[src/ctp_pkg.sv]
// Contract
// - Edge detector watches selected pin, pulses rise or fall per edge-select field.
// - Pulses shorter than the glitch-filter width are dropped before edge detection.
// - In capture mode byte timer idles until the first selected edge.
// - Each later edge stores the one's complement of byte count in a capture register.
// - Rising-edge captures go low register, falling-edge captures go high register.
// - After a capture set matching edge flag; interrupt if capture enable set.
// - Each capture reloads byte timer with all ones and it keeps counting.
// - Byte timer at zero sets timeout flag, interrupts if enabled, reloads ones.
// - Capture mode with word single-pass set: word timer ignores edges, keeps counting.
// - Then byte timeout makes word timer capture without reload, interrupt if enabled.
// - Writing single-pass zero then one arms one edge capture and reload.
// - Word timer at zero reloads all ones, sets timeout flag, interrupts if enabled.
// - Ping-pong byte start drives initial output level, loads hold byte by level.
// - Byte terminal count disables byte, enables word, sets word output, loads hold.
// - Word terminal count stops word timer and re-enables byte timer, repeating.
// - In ping-pong each terminal count interrupts if its timeout enable is set.
// - Sync mode holds first byte carrier pulse until the word output is high.
// - Sync-mode enable bit clears on reset.
package ctp_pkg;
	// Register word indices; byte address is four times the index
	localparam logic [3:0] IDX_BYTE_CTL = 4'h0;
	localparam logic [3:0] IDX_COMMON = 4'h1;
	localparam logic [3:0] IDX_WORD_CTL = 4'h2;
	localparam logic [3:0] IDX_SYNC = 4'h3;
	localparam logic [3:0] IDX_BHOLD_LO = 4'h4;
	localparam logic [3:0] IDX_BHOLD_HI = 4'h5;
	localparam logic [3:0] IDX_WHOLD_LO = 4'h6;
	localparam logic [3:0] IDX_WHOLD_HI = 4'h7;
	localparam logic [3:0] IDX_RISE_CAP = 4'h8;
	localparam logic [3:0] IDX_FALL_CAP = 4'h9;
	localparam logic [3:0] IDX_WORD_CAP = 4'hA;
	// Timer control fields (byte and word share a layout)
	localparam int EN_B = 7;
	localparam int SP_B = 6;
	localparam int TO_B = 5;
	localparam int CIE_B = 2;
	localparam int TIE_B = 1;
	localparam logic [7:0] CFG_MASK = 8'h5F;
	// Common control fields
	localparam int MODE_B = 7;
	localparam int INSEL_B = 6;
	localparam int ES_LSB = 4;
	localparam int SM_LSB = 2;
	localparam int INIT8_B = 1;
	localparam int INIT16_B = 0;
	// Sync register fields
	localparam int SW_EN_B = 7;
	localparam int SB_EN_B = 6;
	localparam int SYNC_B = 5;
	localparam logic [4:0] RSV_ONES = 5'h1F;
	// Field encodings
	localparam logic [1:0] ES_FALL = 2'h0;
	localparam logic [1:0] ES_RISE = 2'h1;
	localparam logic [1:0] ES_BOTH = 2'h2;
	localparam logic [1:0] SM_PP = 2'h1;
	localparam logic [1:0] SM_LOW = 2'h2;
	localparam logic [1:0] SM_HIGH = 2'h3;
	localparam logic [1:0] FLT_4 = 2'h1;
	localparam logic [1:0] FLT_8 = 2'h2;
	localparam logic [3:0] FLT_W1 = 4'h1;
	localparam logic [3:0] FLT_W4 = 4'h4;
	localparam logic [3:0] FLT_W8 = 4'h8;
	// Values
	localparam logic [7:0] BYTE_ONES = 8'hFF;
	localparam logic [15:0] WORD_ONES = 16'hFFFF;
	localparam logic [7:0] CTL_RESET = 8'h00;
	localparam logic [1:0] RESP_OKAY = 2'h0;
	localparam logic [1:0] RESP_SLVERR = 2'h2;
endpackage
[src/carrier_timer.sv]
`timescale 1ns/100ps
module carrier_timer import ctp_pkg::*; (
	// Clock and reset
	input wire logic CLK_I,
	input wire logic RESET_N_I,
	// Carrier inputs
	input wire logic PORT3_BIT1_INPUT_I,
	input wire logic PORT2_BIT0_INPUT_I,
	// Timer outputs and interrupt requests
	output logic BYTE_TIMER_OUTPUT_O,
	output logic WORD_TIMER_OUTPUT_O,
	output logic BYTE_IRQ_O,
	output logic WORD_IRQ_O,
	// AXI4-Lite write channels
	input wire logic [5:0] AXI_AWADDR_I,
	input wire logic AXI_AWVALID_I,
	output logic AXI_AWREADY_O,
	input wire logic [31:0] AXI_WDATA_I,
	input wire logic [3:0] AXI_WSTRB_I,
	input wire logic AXI_WVALID_I,
	output logic AXI_WREADY_O,
	output logic [1:0] AXI_BRESP_O,
	output logic AXI_BVALID_O,
	input wire logic AXI_BREADY_I,
	// AXI4-Lite read channels
	input wire logic [5:0] AXI_ARADDR_I,
	input wire logic AXI_ARVALID_I,
	output logic AXI_ARREADY_O,
	output logic [31:0] AXI_RDATA_O,
	output logic [1:0] AXI_RRESP_O,
	output logic AXI_RVALID_O,
	input wire logic AXI_RREADY_I
);

	// Sticky flag update; a hardware set wins over a software clear
	function automatic logic flag_next(input logic cur, input logic set, input logic clr);
		return set | (cur & ~clr);
	endfunction

	logic rst_meta_q, rst_n_q;
	logic aw_have_q, w_have_q, awready_q, wready_q, bvalid_q, arready_q, rvalid_q;
	logic [3:0] aw_idx_q;
	logic [7:0] wdata_q;
	logic wstrb_q;
	logic [1:0] bresp_q, rresp_q;
	logic [31:0] rdata_q;
	logic [7:0] b_cfg_q, w_cfg_q, common_q, bhold_lo_q, bhold_hi_q, whold_lo_q, whold_hi_q;
	logic [7:0] rise_cap_q, fall_cap_q, b_cnt_q;
	logic [15:0] w_cap_q, w_cnt_q;
	logic sync_q, b_en_q, w_en_q, b_to_q, w_to_q, rise_f_q, fall_f_q, w_arm_q;
	logic b_run_q, w_run_q, b_out_q, w_out_q, b_irq_q, w_irq_q;
	logic filt_q, filt_prev_q;
	logic [3:0] flt_cnt_q;

	// Reset release through two flops
	always_ff @(posedge CLK_I or negedge RESET_N_I) begin
		if (!RESET_N_I) begin
			rst_meta_q <= 1'b0;
			rst_n_q <= 1'b0;
		end else begin
			rst_meta_q <= 1'b1;
			rst_n_q <= rst_meta_q;
		end
	end

	////////////////////////////////////////////////////////////////////////////
	// Register bus

	logic wr_go;
	assign wr_go = aw_have_q & w_have_q & ~bvalid_q;

	// Write strobe for one register; only the low byte lane carries data
	function automatic logic wr_hit(input logic go, input logic stb, input logic [3:0] a,
			input logic [3:0] idx);
		return go & stb & (a == idx);
	endfunction

	logic wr_bctl, wr_com, wr_wctl, wr_sync;
	assign wr_bctl = wr_hit(wr_go, wstrb_q, aw_idx_q, IDX_BYTE_CTL);
	assign wr_com = wr_hit(wr_go, wstrb_q, aw_idx_q, IDX_COMMON);
	assign wr_wctl = wr_hit(wr_go, wstrb_q, aw_idx_q, IDX_WORD_CTL);
	assign wr_sync = wr_hit(wr_go, wstrb_q, aw_idx_q, IDX_SYNC);

	// Address and data are taken in either order; response after both
	always_ff @(posedge CLK_I or negedge rst_n_q) begin
		if (!rst_n_q) begin
			aw_have_q <= 1'b0;
			w_have_q <= 1'b0;
			awready_q <= 1'b1;
			wready_q <= 1'b1;
			bvalid_q <= 1'b0;
			bresp_q <= RESP_OKAY;
			aw_idx_q <= IDX_BYTE_CTL;
			wdata_q <= CTL_RESET;
			wstrb_q <= 1'b0;
		end else begin
			if (AXI_AWVALID_I && awready_q) begin
				aw_have_q <= 1'b1;
				awready_q <= 1'b0;
				aw_idx_q <= AXI_AWADDR_I[5:2];
			end
			if (AXI_WVALID_I && wready_q) begin
				w_have_q <= 1'b1;
				wready_q <= 1'b0;
				wdata_q <= AXI_WDATA_I[7:0];
				wstrb_q <= AXI_WSTRB_I[0];
			end
			if (wr_go) begin
				aw_have_q <= 1'b0;
				w_have_q <= 1'b0;
				bvalid_q <= 1'b1;
				bresp_q <= (aw_idx_q > IDX_WORD_CAP) ? RESP_SLVERR : RESP_OKAY;
			end
			if (bvalid_q && AXI_BREADY_I) begin
				bvalid_q <= 1'b0;
				awready_q <= 1'b1;
				wready_q <= 1'b1;
			end
		end
	end

	// Read mux; flag bits of the common register show by mode
	logic [31:0] rd_mux;
	logic [3:0] rd_idx;
	always_comb begin
		rd_idx = AXI_ARADDR_I[5:2];
		rd_mux = '0;
		unique case (rd_idx)
			IDX_BYTE_CTL: rd_mux[7:0] = (b_cfg_q & CFG_MASK) | {b_en_q, 1'b0, b_to_q, 5'h00};
			IDX_COMMON: rd_mux[7:0] = common_q[MODE_B] ?
				{common_q[7:2], rise_f_q, fall_f_q} : common_q;
			IDX_WORD_CTL: rd_mux[7:0] = (w_cfg_q & CFG_MASK) | {w_en_q, 1'b0, w_to_q, 5'h00};
			IDX_SYNC: rd_mux[7:0] = {w_en_q, b_en_q, sync_q, RSV_ONES};
			IDX_BHOLD_LO: rd_mux[7:0] = bhold_lo_q;
			IDX_BHOLD_HI: rd_mux[7:0] = bhold_hi_q;
			IDX_WHOLD_LO: rd_mux[7:0] = whold_lo_q;
			IDX_WHOLD_HI: rd_mux[7:0] = whold_hi_q;
			IDX_RISE_CAP: rd_mux[7:0] = rise_cap_q;
			IDX_FALL_CAP: rd_mux[7:0] = fall_cap_q;
			IDX_WORD_CAP: rd_mux[15:0] = w_cap_q;
			default: rd_mux = '0;
		endcase
	end

	// Read answers one cycle after the address is taken
	always_ff @(posedge CLK_I or negedge rst_n_q) begin
		if (!rst_n_q) begin
			arready_q <= 1'b1;
			rvalid_q <= 1'b0;
			rdata_q <= '0;
			rresp_q <= RESP_OKAY;
		end else if (AXI_ARVALID_I && arready_q) begin
			arready_q <= 1'b0;
			rvalid_q <= 1'b1;
			rdata_q <= rd_mux;
			rresp_q <= (rd_idx > IDX_WORD_CAP) ? RESP_SLVERR : RESP_OKAY;
		end else if (rvalid_q && AXI_RREADY_I) begin
			rvalid_q <= 1'b0;
			arready_q <= 1'b1;
		end
	end

	// Plain configuration registers; sync bit clears on reset
	always_ff @(posedge CLK_I or negedge rst_n_q) begin
		if (!rst_n_q) begin
			b_cfg_q <= CTL_RESET;
			w_cfg_q <= CTL_RESET;
			common_q <= CTL_RESET;
			sync_q <= 1'b0;
			bhold_lo_q <= CTL_RESET;
			bhold_hi_q <= CTL_RESET;
			whold_lo_q <= CTL_RESET;
			whold_hi_q <= CTL_RESET;
		end else begin
			if (wr_bctl) b_cfg_q <= wdata_q;
			if (wr_wctl) w_cfg_q <= wdata_q;
			if (wr_sync) sync_q <= wdata_q[SYNC_B];
			if (wr_com) common_q <= wdata_q;
			if (wr_hit(wr_go, wstrb_q, aw_idx_q, IDX_BHOLD_LO)) bhold_lo_q <= wdata_q;
			if (wr_hit(wr_go, wstrb_q, aw_idx_q, IDX_BHOLD_HI)) bhold_hi_q <= wdata_q;
			if (wr_hit(wr_go, wstrb_q, aw_idx_q, IDX_WHOLD_LO)) whold_lo_q <= wdata_q;
			if (wr_hit(wr_go, wstrb_q, aw_idx_q, IDX_WHOLD_HI)) whold_hi_q <= wdata_q;
		end
	end

	logic cap_mode, pp_mode;
	logic [1:0] es, sm;
	assign cap_mode = common_q[MODE_B];
	assign es = common_q[ES_LSB +: 2];
	assign sm = common_q[SM_LSB +: 2];
	assign pp_mode = ~cap_mode & (sm == SM_PP);

	////////////////////////////////////////////////////////////////////////////
	// Input filter and edge detector

	logic raw_in;
	logic [3:0] flt_w;
	assign raw_in = common_q[INSEL_B] ? PORT2_BIT0_INPUT_I : PORT3_BIT1_INPUT_I;
	assign flt_w = (sm == FLT_4) ? FLT_W4 : (sm == FLT_8) ? FLT_W8 : FLT_W1;

	// A new level must persist for the filter width before it is passed on
	always_ff @(posedge CLK_I or negedge rst_n_q) begin
		if (!rst_n_q) begin
			filt_q <= 1'b0;
			filt_prev_q <= 1'b0;
			flt_cnt_q <= '0;
		end else begin
			filt_prev_q <= filt_q;
			if (raw_in == filt_q) begin
				flt_cnt_q <= '0;
			end else if (flt_cnt_q + 4'h1 >= flt_w) begin
				filt_q <= raw_in;
				flt_cnt_q <= '0;
			end else begin
				flt_cnt_q <= flt_cnt_q + 4'h1;
			end
		end
	end

	logic rise_now, fall_now, edge_sel;
	assign rise_now = filt_q & ~filt_prev_q;
	assign fall_now = ~filt_q & filt_prev_q;
	assign edge_sel = cap_mode & (((es == ES_RISE) | (es == ES_BOTH)) & rise_now |
		((es == ES_FALL) | (es == ES_BOTH)) & fall_now);

	////////////////////////////////////////////////////////////////////////////
	// Timer events

	logic b_cap, b_tc, w_edge_cap, w_to_cap, w_tc, b_start;
	assign b_cap = cap_mode & b_en_q & b_run_q & edge_sel;
	assign b_tc = b_en_q & b_run_q & (b_cnt_q == '0) & ~b_cap;
	assign w_edge_cap = cap_mode & w_en_q & w_run_q & edge_sel & (~w_cfg_q[SP_B] | w_arm_q);
	assign w_to_cap = cap_mode & w_en_q & w_run_q & w_cfg_q[SP_B] & b_tc & ~w_edge_cap;
	assign w_tc = w_en_q & w_run_q & (w_cnt_q == '0) & ~w_edge_cap;
	// In sync mode the first carrier pulse waits for the word output
	assign b_start = b_en_q & ~b_run_q & (~sync_q | w_out_q);

	// Enables: software writes first, terminal-count hand-over after
	always_ff @(posedge CLK_I or negedge rst_n_q) begin
		if (!rst_n_q) begin
			b_en_q <= 1'b0;
			w_en_q <= 1'b0;
		end else begin
			b_en_q <= wr_sync ? wdata_q[SB_EN_B] : wr_bctl ? wdata_q[EN_B] : b_en_q;
			w_en_q <= wr_sync ? wdata_q[SW_EN_B] : wr_wctl ? wdata_q[EN_B] : w_en_q;
			if (!cap_mode && b_tc && b_cfg_q[SP_B]) begin
				b_en_q <= 1'b0;
				if (pp_mode) w_en_q <= 1'b1;
			end
			if (!cap_mode && w_tc && w_cfg_q[SP_B]) begin
				w_en_q <= 1'b0;
				if (pp_mode) b_en_q <= 1'b1;
			end
		end
	end

	// Status flags; clear takes effect on the write, a same-cycle event survives
	always_ff @(posedge CLK_I or negedge rst_n_q) begin
		if (!rst_n_q) begin
			b_to_q <= 1'b0;
			w_to_q <= 1'b0;
			rise_f_q <= 1'b0;
			fall_f_q <= 1'b0;
		end else begin
			b_to_q <= flag_next(b_to_q, b_tc, wr_bctl & wdata_q[TO_B]);
			w_to_q <= flag_next(w_to_q, w_tc, wr_wctl & wdata_q[TO_B]);
			rise_f_q <= flag_next(rise_f_q, b_cap & rise_now,
				wr_com & cap_mode & wdata_q[INIT8_B]);
			fall_f_q <= flag_next(fall_f_q, b_cap & fall_now,
				wr_com & cap_mode & wdata_q[INIT16_B]);
		end
	end

	// Interrupt request pulses, one cycle per event
	always_ff @(posedge CLK_I or negedge rst_n_q) begin
		if (!rst_n_q) begin
			b_irq_q <= 1'b0;
			w_irq_q <= 1'b0;
		end else begin
			b_irq_q <= (b_cap & b_cfg_q[CIE_B]) | (b_tc & b_cfg_q[TIE_B]);
			w_irq_q <= ((w_edge_cap | w_to_cap) & w_cfg_q[CIE_B]) |
				(w_tc & w_cfg_q[TIE_B]);
		end
	end

	////////////////////////////////////////////////////////////////////////////
	// Byte timer

	always_ff @(posedge CLK_I or negedge rst_n_q) begin
		if (!rst_n_q) begin
			b_run_q <= 1'b0;
			b_cnt_q <= '0;
			b_out_q <= 1'b0;
			rise_cap_q <= '0;
			fall_cap_q <= '0;
		end else if (!b_en_q) begin
			b_run_q <= 1'b0;
		end else if (cap_mode) begin
			if (!b_run_q) begin
				if (edge_sel) begin
					b_run_q <= 1'b1;
					b_cnt_q <= BYTE_ONES;
				end
			end else if (b_cap) begin
				if (rise_now) rise_cap_q <= ~b_cnt_q;
				if (fall_now) fall_cap_q <= ~b_cnt_q;
				b_cnt_q <= BYTE_ONES;
			end else if (b_tc) begin
				b_cnt_q <= BYTE_ONES;
			end else begin
				b_cnt_q <= b_cnt_q - 8'h01;
			end
		end else if (!b_run_q) begin
			if (b_start) begin
				b_run_q <= 1'b1;
				b_out_q <= common_q[INIT8_B];
				b_cnt_q <= common_q[INIT8_B] ? bhold_hi_q : bhold_lo_q;
			end
		end else if (b_tc) begin
			if (b_cfg_q[SP_B]) begin
				b_run_q <= 1'b0;
			end else begin
				b_out_q <= ~b_out_q;
				b_cnt_q <= b_out_q ? bhold_lo_q : bhold_hi_q;
			end
		end else begin
			b_cnt_q <= b_cnt_q - 8'h01;
		end
	end

	////////////////////////////////////////////////////////////////////////////
	// Word timer

	logic [15:0] w_hold;
	assign w_hold = {whold_hi_q, whold_lo_q};

	// Arming: single-pass written from zero to one allows one edge capture
	always_ff @(posedge CLK_I or negedge rst_n_q) begin
		if (!rst_n_q) begin
			w_arm_q <= 1'b0;
		end else begin
			w_arm_q <= flag_next(w_arm_q, wr_wctl & wdata_q[SP_B] & ~w_cfg_q[SP_B],
				w_edge_cap);
		end
	end

	always_ff @(posedge CLK_I or negedge rst_n_q) begin
		if (!rst_n_q) begin
			w_run_q <= 1'b0;
			w_cnt_q <= '0;
			w_out_q <= 1'b0;
			w_cap_q <= '0;
		end else begin
			if (!w_en_q) begin
				w_run_q <= 1'b0;
			end else if (!w_run_q) begin
				w_run_q <= 1'b1;
				w_cnt_q <= w_hold;
				if (!cap_mode) w_out_q <= common_q[INIT16_B];
			end else if (cap_mode) begin
				if (w_edge_cap) begin
					w_cap_q <= w_cnt_q;
					w_cnt_q <= w_hold;
				end else if (w_tc) begin
					w_cnt_q <= WORD_ONES;
				end else begin
					w_cnt_q <= w_cnt_q - 16'h0001;
				end
				if (w_to_cap) w_cap_q <= w_cnt_q;
			end else if (w_tc) begin
				if (w_cfg_q[SP_B]) begin
					w_run_q <= 1'b0;
				end else begin
					w_out_q <= ~w_out_q;
					w_cnt_q <= w_hold;
				end
			end else begin
				w_cnt_q <= w_cnt_q - 16'h0001;
			end
			// Forced output levels of the transmit submode override the timer
			if (!cap_mode && sm == SM_LOW) w_out_q <= 1'b0;
			if (!cap_mode && sm == SM_HIGH) w_out_q <= 1'b1;
		end
	end

	////////////////////////////////////////////////////////////////////////////
	// Outputs

	assign BYTE_TIMER_OUTPUT_O = b_out_q;
	assign WORD_TIMER_OUTPUT_O = w_out_q;
	assign BYTE_IRQ_O = b_irq_q;
	assign WORD_IRQ_O = w_irq_q;
	assign AXI_AWREADY_O = awready_q;
	assign AXI_WREADY_O = wready_q;
	assign AXI_BRESP_O = bresp_q;
	assign AXI_BVALID_O = bvalid_q;
	assign AXI_ARREADY_O = arready_q;
	assign AXI_RDATA_O = rdata_q;
	assign AXI_RRESP_O = rresp_q;
	assign AXI_RVALID_O = rvalid_q;

endmodule

[config.mk]
export PLATFORM = sky130hd
export DESIGN_NAME = carrier_timer
export DESIGN_NICKNAME = d
export VERILOG_FILES = /design/src/ctp_pkg.sv /design/src/carrier_timer.sv
export SDC_FILE = /design/constraint.sdc
export NUM_CORES = 1
export LEC_CHECK = 0
export ABC_AREA = 1
export CAP_MARGIN = 0
export CORE_UTILIZATION = 55
export DETAILED_ROUTE_END_ITERATION = 8
export DONT_BUFFER_PORTS = 1
export GPL_TIMING_DRIVEN = 0
export PLACE_DENSITY_LB_ADDON = 0.1
export SLEW_MARGIN = 20
export SYNTH_ARGS = -nofsm -noshare
export SYNTH_HDL_FRONTEND = slang
export SYNTH_SLANG_ARGS = --single-unit
[constraint.sdc]
create_clock -name CLK_I -period 4.85 [get_ports CLK_I]
set_input_delay 0.97 -clock CLK_I [delete_from_list [all_inputs] [get_ports CLK_I]]
set_output_delay 0.97 -clock CLK_I [all_outputs]
set_load 0.1 [all_outputs]
==> results.py, run 1 <==
metrics = {
    "yosys": {
        "syn_avg_cell_area_um2": 7.77,
        "synth_top_family_by_area": "simple AND/OR/NAND/NOR gates",
        "synth_edf_count": 0,
        "syn_area_mm2": 0.00879,
        "synth_compound_area_share_pct": 13.5,
        "muxShareOfSynthArea_pct": 0,
        "synth_xor_area_share_pct": 0.996,
        "synth_fa_ha_area_share_pct": 1.85,
        "synthArstFlopShare_pct": 100,
        "ys_ff_latch": 168,
        "yosysWarnings": 0,
        "synth_cell_type_count": 43,
        "synthFlopType": "dfrtp_1",
        "seq_area_frac_synth_pct": 47.9,
        "netlist_instances": 1132,
        "synth-simple-area-share_pct": 26.0,
    },
    "routing": {
        "dr_total_vias": 7689,
        "drt_wl_total_mm": 24.1,
        "routed_via_density": 5.51,
        "drtAntennaViolNets": 0,
        "wl_per_cell_um": 17.3,
        "drt_pre_antenna_iters": 6,
        "drt_iter0_markers": 768,
        "remaining_drc_errors": 0,
    },
    "setup_path": {
        "critPathLaunchType": "flip-flop",
        "path_cells": "inv_1 > nand3_2 > nor2_1 > nand3_1 > inv_1 > nand2_1 > clkbuf_1 > o21ai_0",
        "startpoint": "AXI_BVALID_O",
        "slowest_delay_ns": 0.95,
        "r2r_start": "AXI_BVALID_O",
        "cp.arrival_ns": 2.80,
        "cp_common_cell": "inv_1",
        "path_buf_inv": 3,
        "crit_type": "reg -> reg",
        "crit_fanout": 10,
        "cp_data_required_time_ns": 5.14,
        "cpMaxStageDelayCell": "dfrtp_1",
        "end_kind": "flip-flop",
        "cp_top_family": "flip-flops",
    },
    "global_routing": {
        "grt_pass1_vias": 7152,
        "grt_max_degree": 57,
        "globalRoute.totalOverflow": 0,
        "grt_pass1_wl_mm": 38.7,
        "grt_antenna_before_repair": 0,
        "grt.total_usage_pct": 31.2,
    },
    "power_and_ir_drop": {
        "powerDensity_mw_per_mm2": 643,
        "p_leak_nw": 4.71,
        "finalPower_mw": 6.33,
        "peakVddDrop_mv": 0.326,
    },
    "cts": {
        "numCtsBuffers": 17,
        "clk_latency_ns": 0.43,
        "htreeDepth": 4,
        "cts_tree": "done",
        "cts_resized": 0,
        "clkSinkCount": 168,
        "postCtsSetupRepairBufs": 0,
        "path_clk_slew_ns": 0.07,
        "clk_path_buf_depth": 2,
        "root_buffer": "clkbuf_16",
        "hold_buffers": 0,
    },
    "sta": {
        "whs_ns": 0.230,
        "timing.final.crit_share_pct": 51.8,
        "fin_tns_setup_ns": 0,
        "finalSetupViolations": 0,
        "max_slew_margin_pct": 33.2,
        "hold_viol": 0,
        "skew_ns": 0.00889,
        "layout_min_cycle_time_ns": 2.51,
        "clock.fmax_ghz": 0.398,
        "slew_violations": 0,
        "rsz0062_at_grt": "no",
        "tightest_slew_ns": 1.00,
    },
    "place": {
        "dpl_cell_area_mm2": 0.00919,
        "gp_congestion": 0.937,
        "place.detailed.hpwl_mm": 18.1,
        "portBuffers": 0,
    },
    "run": {
        "maxCapViolCount": 0,
    },
    "floorplanning": {
        "start_util_pct": 57.0,
        "die_area_mm2": 0.0165,
        "coreArea_mm2": 0.0154,
        "ios": 102,
        "die_x_um": 128,
        "fp.dieH_um": 128,
        "rows": 45,
    },
    "layout": {
        "finalNetCount": 1241,
        "stdcell_area_mm2": 0.00984,
        "drive_gt1_share_pct": 8.87,
        "post-route-util_pct": 63.8,
        "final_cell_mix": "nand2_1 (331), dfrtp_1 (164), o21ai_0 (151), inv_1 (134), nor2_1 (83)",
        "antenna_cells": 0,
        "synthToLayoutAreaGrowth_pct": 11.9,
        "layout_commonest_cell": "nand2_1",
    },
    "min_path": {
        "worstHoldPathType": "in -> async",
    },
    "outcome": {
        "outcome": "completed",
    },
}
==> cells in the mapped netlist, drive strengths merged (2+ instances only) <==
cell	count	area, um^2
nand2	339	1310
dfrtp	165	4130
o21ai	162	811
inv	138	521
nor2	92	397
nand3	68	375
buf	34	264
nand4	23	150
a21oi	22	125
clkbuf	17	63.8
o22ai	14	87.6
ha	13	163
o211ai	10	75.1
xor2	6	52.6
nor3	4	20.0
xnor2	4	35.0
a211oi	3	22.5
a31oi	3	18.8
dfstp	3	78.8
clkinv	2	8.75
conb	2	7.51
nand3b	2	15.0
==> logic make-up (layout without fill, tap and decap cells) <==
logic type | after synthesis | in the layout
adder cells (fa/ha/maj) | 13 | 13
AO/OA/AOI/OAI | 219 | 219
flip-flops | 168 | 168
other | 2 | 19
buffers and inverters | 191 | 226
AND/OR/NAND/NOR | 529 | 529
XOR/XNOR | 10 | 10
==> routing by layer <==
layer / wire, um / track usage [%] / vias to the layer above
met5: 0 / 0 / -
met4: 703 / 11.8 / 0
met3: 1510 / 5.32 / 55
met2: 10800 / 48.2 / 299
met1: 11100 / 44.1 / 3626
li1: - / - / 3709
==> final timing paths <==
check	end	slack [ns]	cells after the start
setup / recovery	common_q[2]	2.34	8
hold / removal	rst_n_q	0.23	0
setup reg to reg	common_q[2]	2.34	8
hold reg to reg	w_cnt_q[1]	0.30	0
max in group asynchronous	bhold_hi_q[2]	3.63	2
min in group CLK_I	rst_n_q	0.35	0
==> where the power goes <==
part	total [mW]	internal [mW]	switching [mW]	leakage (nW)
Sequential	2.77	1.87	0.905	2.18
Combinational	2.08	0.662	1.42	2.22
Clock	1.48	0.898	0.577	0.312
==> layout make-up <==
class / count / area [um^2]
Clock buffer: 20 / 457
Tap cell: 211 / 264
Multi-Input combinational cell: 790 / 3790
Timing Repair Buffer: 3 / 67.6
Buffer: 51 / 328
Fill cell: 1428 / 5590
Inverter: 140 / 529
Clock inverter: 12 / 189
Sequential cell: 168 / 4210
==> per-stage QoR <==
stage	std cells	worst slack, ns
finish	1395	2.34
global route	1395	2.11
CTS	1395	2.30
detailed placement	1363	2.31
global placement	1360	1.01
floorplan	1149	2.07
(Power assumes the default switching activity.)
==> run 2: changes to the inputs <==
Clock period 4.85 ns to 2.3 ns, I/O delays scaled along.
==> results.py, run 2 (same netlist as run 1, synthesis figures left out) <==
metrics = {
    "cts": {
        "clkSinkCount": 168,
        "htreeDepth": 4,
        "path_clk_slew_ns": 0.07,
        "clk_path_buf_depth": 2,
        "root_buffer": "clkbuf_16",
        "numCtsBuffers": 17,
        "cts_tree": "done",
        "postCtsSetupRepairBufs": 0,
        "clk_latency_ns": 0.43,
    },
    "setup_path": {
        "r2r_start": "common_q[5]",
        "crit_fanout": 10,
        "crit_type": "reg -> reg",
        "critPathLaunchType": "flip-flop",
        "cp_data_required_time_ns": 2.65,
        "cp.arrival_ns": 2.51,
        "end_kind": "flip-flop",
        "startpoint": "common_q[5]",
    },
    "sta": {
        "skew_ns": 0.00654,
        "max_slew_margin_pct": 39.0,
        "timing.final.crit_share_pct": 93.8,
        "hold_viol": 0,
        "finalSetupViolations": 0,
        "whs_ns": 0.0940,
        "clock.fmax_ghz": 0.463,
        "slew_violations": 0,
        "tightest_slew_ns": 0.915,
        "fin_tns_setup_ns": 0,
        "layout_min_cycle_time_ns": 2.16,
        "worst_slack_ns": 0.142,
        "rsz0062_at_grt": "no",
    },
    "layout": {
        "stdcell_area_mm2": 0.00985,
        "finalNonFillerCells": 1395,
        "final_cell_mix": "nand2_1 (330), dfrtp_1 (161), o21ai_0 (151), inv_1 (134), nor2_1 (82)",
        "finalNetCount": 1242,
        "antenna_cells": 0,
        "layout_commonest_cell": "nand2_1",
        "synthToLayoutAreaGrowth_pct": 12.1,
        "drive_gt1_share_pct": 9.38,
    },
    "place": {
        "gp_congestion": 0.943,
        "placed_cells": 1363,
        "place.detailed.hpwl_mm": 17.9,
        "dp_slack_ns": -0.203,
        "dpl_cell_area_mm2": 0.00921,
        "portBuffers": 0,
    },
    "routing": {
        "drt_pre_antenna_iters": 6,
        "remaining_drc_errors": 0,
        "wl_per_cell_um": 17.3,
        "drt_wl_total_mm": 24.1,
        "dr_total_vias": 7664,
        "drtAntennaViolNets": 0,
        "routed_via_density": 5.49,
        "drt_iter0_markers": 865,
    },
    "power_and_ir_drop": {
        "peakVddDrop_mv": 0.675,
        "p_leak_nw": 4.71,
        "powerDensity_mw_per_mm2": 1340,
    },
    "global_routing": {
        "grt_antenna_before_repair": 0,
        "globalRoute.totalOverflow": 0,
        "grt_pass1_vias": 7023,
        "grt.total_usage_pct": 30.9,
        "grt_max_degree": 57,
        "grt_pass1_wl_mm": 38.1,
    },
    "floorplanning": {
        "coreArea_mm2": 0.0154,
        "die_x_um": 128,
        "rows": 45,
        "ios": 102,
        "fp.dieH_um": 128,
        "die_area_mm2": 0.0165,
        "start_util_pct": 57.0,
    },
    "min_path": {
        "min-delay-start": "AXI_WVALID_I",
        "worstHoldPathType": "in -> reg",
    },
    "outcome": {
        "outcome": "completed",
    },
    "run": {
        "maxCapViolCount": 0,
    },
}
==> run 2: cell count changes in the layout (fill, tap and decap cells not counted), moves of 2 or more <==
cell      delta
dfrtp_1      -3
buf_12       -2
buf_16       +2
clkinv_2     +2
clkinv_4     -2
dfrtp_2      +2
==> run 2: worst max-delay path, stage by stage (launching register included) <==
cell and delay, ns:
dfrtp_1 0.39, inv_1 0.08, ha_1 0.28, nand2_1 0.19
nand2_2 0.13, nand2_2 0.19, nand2_4 0.12, inv_4 0.11
nand3_2 0.12, nand2_4 0.13, buf_6 0.15, nor2_1 0.05
a21oi_1 0.13
==> run 2: timing repair <==
item | 4_1_cts | 5_1_grt
gates resized for setup | 4 | 5
hold endpoints to repair | 2 | 0
setup endpoints to repair | 22 | 15
hold buffers | 1 | 0
==> run 2: layer usage <==
| metal | GRT usage (%) | share of wire (%) |
|---|---|---|
| met1 | 44.0 | 45 |
| met3 | 4.28 | 7.2 |
| met4 | 11.9 | 2.9 |
| met2 | 48.0 | 45 |
| met5 | 0 | 0 |
==> run 2: worst paths after layout <==
path | to | slack [ns] | cells past startpoint
worst max-delay path | w_cap_q[14] | 0.14 | 12
worst min-delay path | AXI_WREADY_O | 0.09 | 1
worst max register to register | w_cap_q[14] | 0.14 | 12
worst min register to register | flt_cnt_q[1] | 0.12 | 0
max in group asynchronous | rise_f_q | 1.06 | 3
min in group asynchronous | flt_cnt_q[1] | 0.12 | 0
==> run 2: stage by stage <==
| step | power [mW] | utilization (%) |
|---|---|---|
| final | 13.2 | 63.9 |
| after global routing | 14.1 | 63.9 |
| after CTS | 13.2 | 63.8 |
| after detailed placement | 10.2 | 59.7 |
| after global placement | 10.1 | 59.1 |
| after floorplan | 8.83 | - |
==> run 2: final cells by class <==
cell class              instances  area (um^2)
plain buffers                  51          329
repair buffers                  4         92.6
flip-flops and latches        168         4220
clock buffers                  21          470
fillers                      1431         5570
inverters                     140          529
well taps                     211          264
clock inverters                10          143
multi-input cells             790         3810
==> run 2: where the power goes <==
| group | leakage (nW) | internal [mW] | switching [mW] |
|---|---|---|---|
| clock network | 0.300 | 1.80 | 1.18 |
| registers | 2.18 | 3.95 | 1.89 |
| logic | 2.23 | 1.41 | 3.01 |
| total | 4.71 | 7.15 | 6.08 |
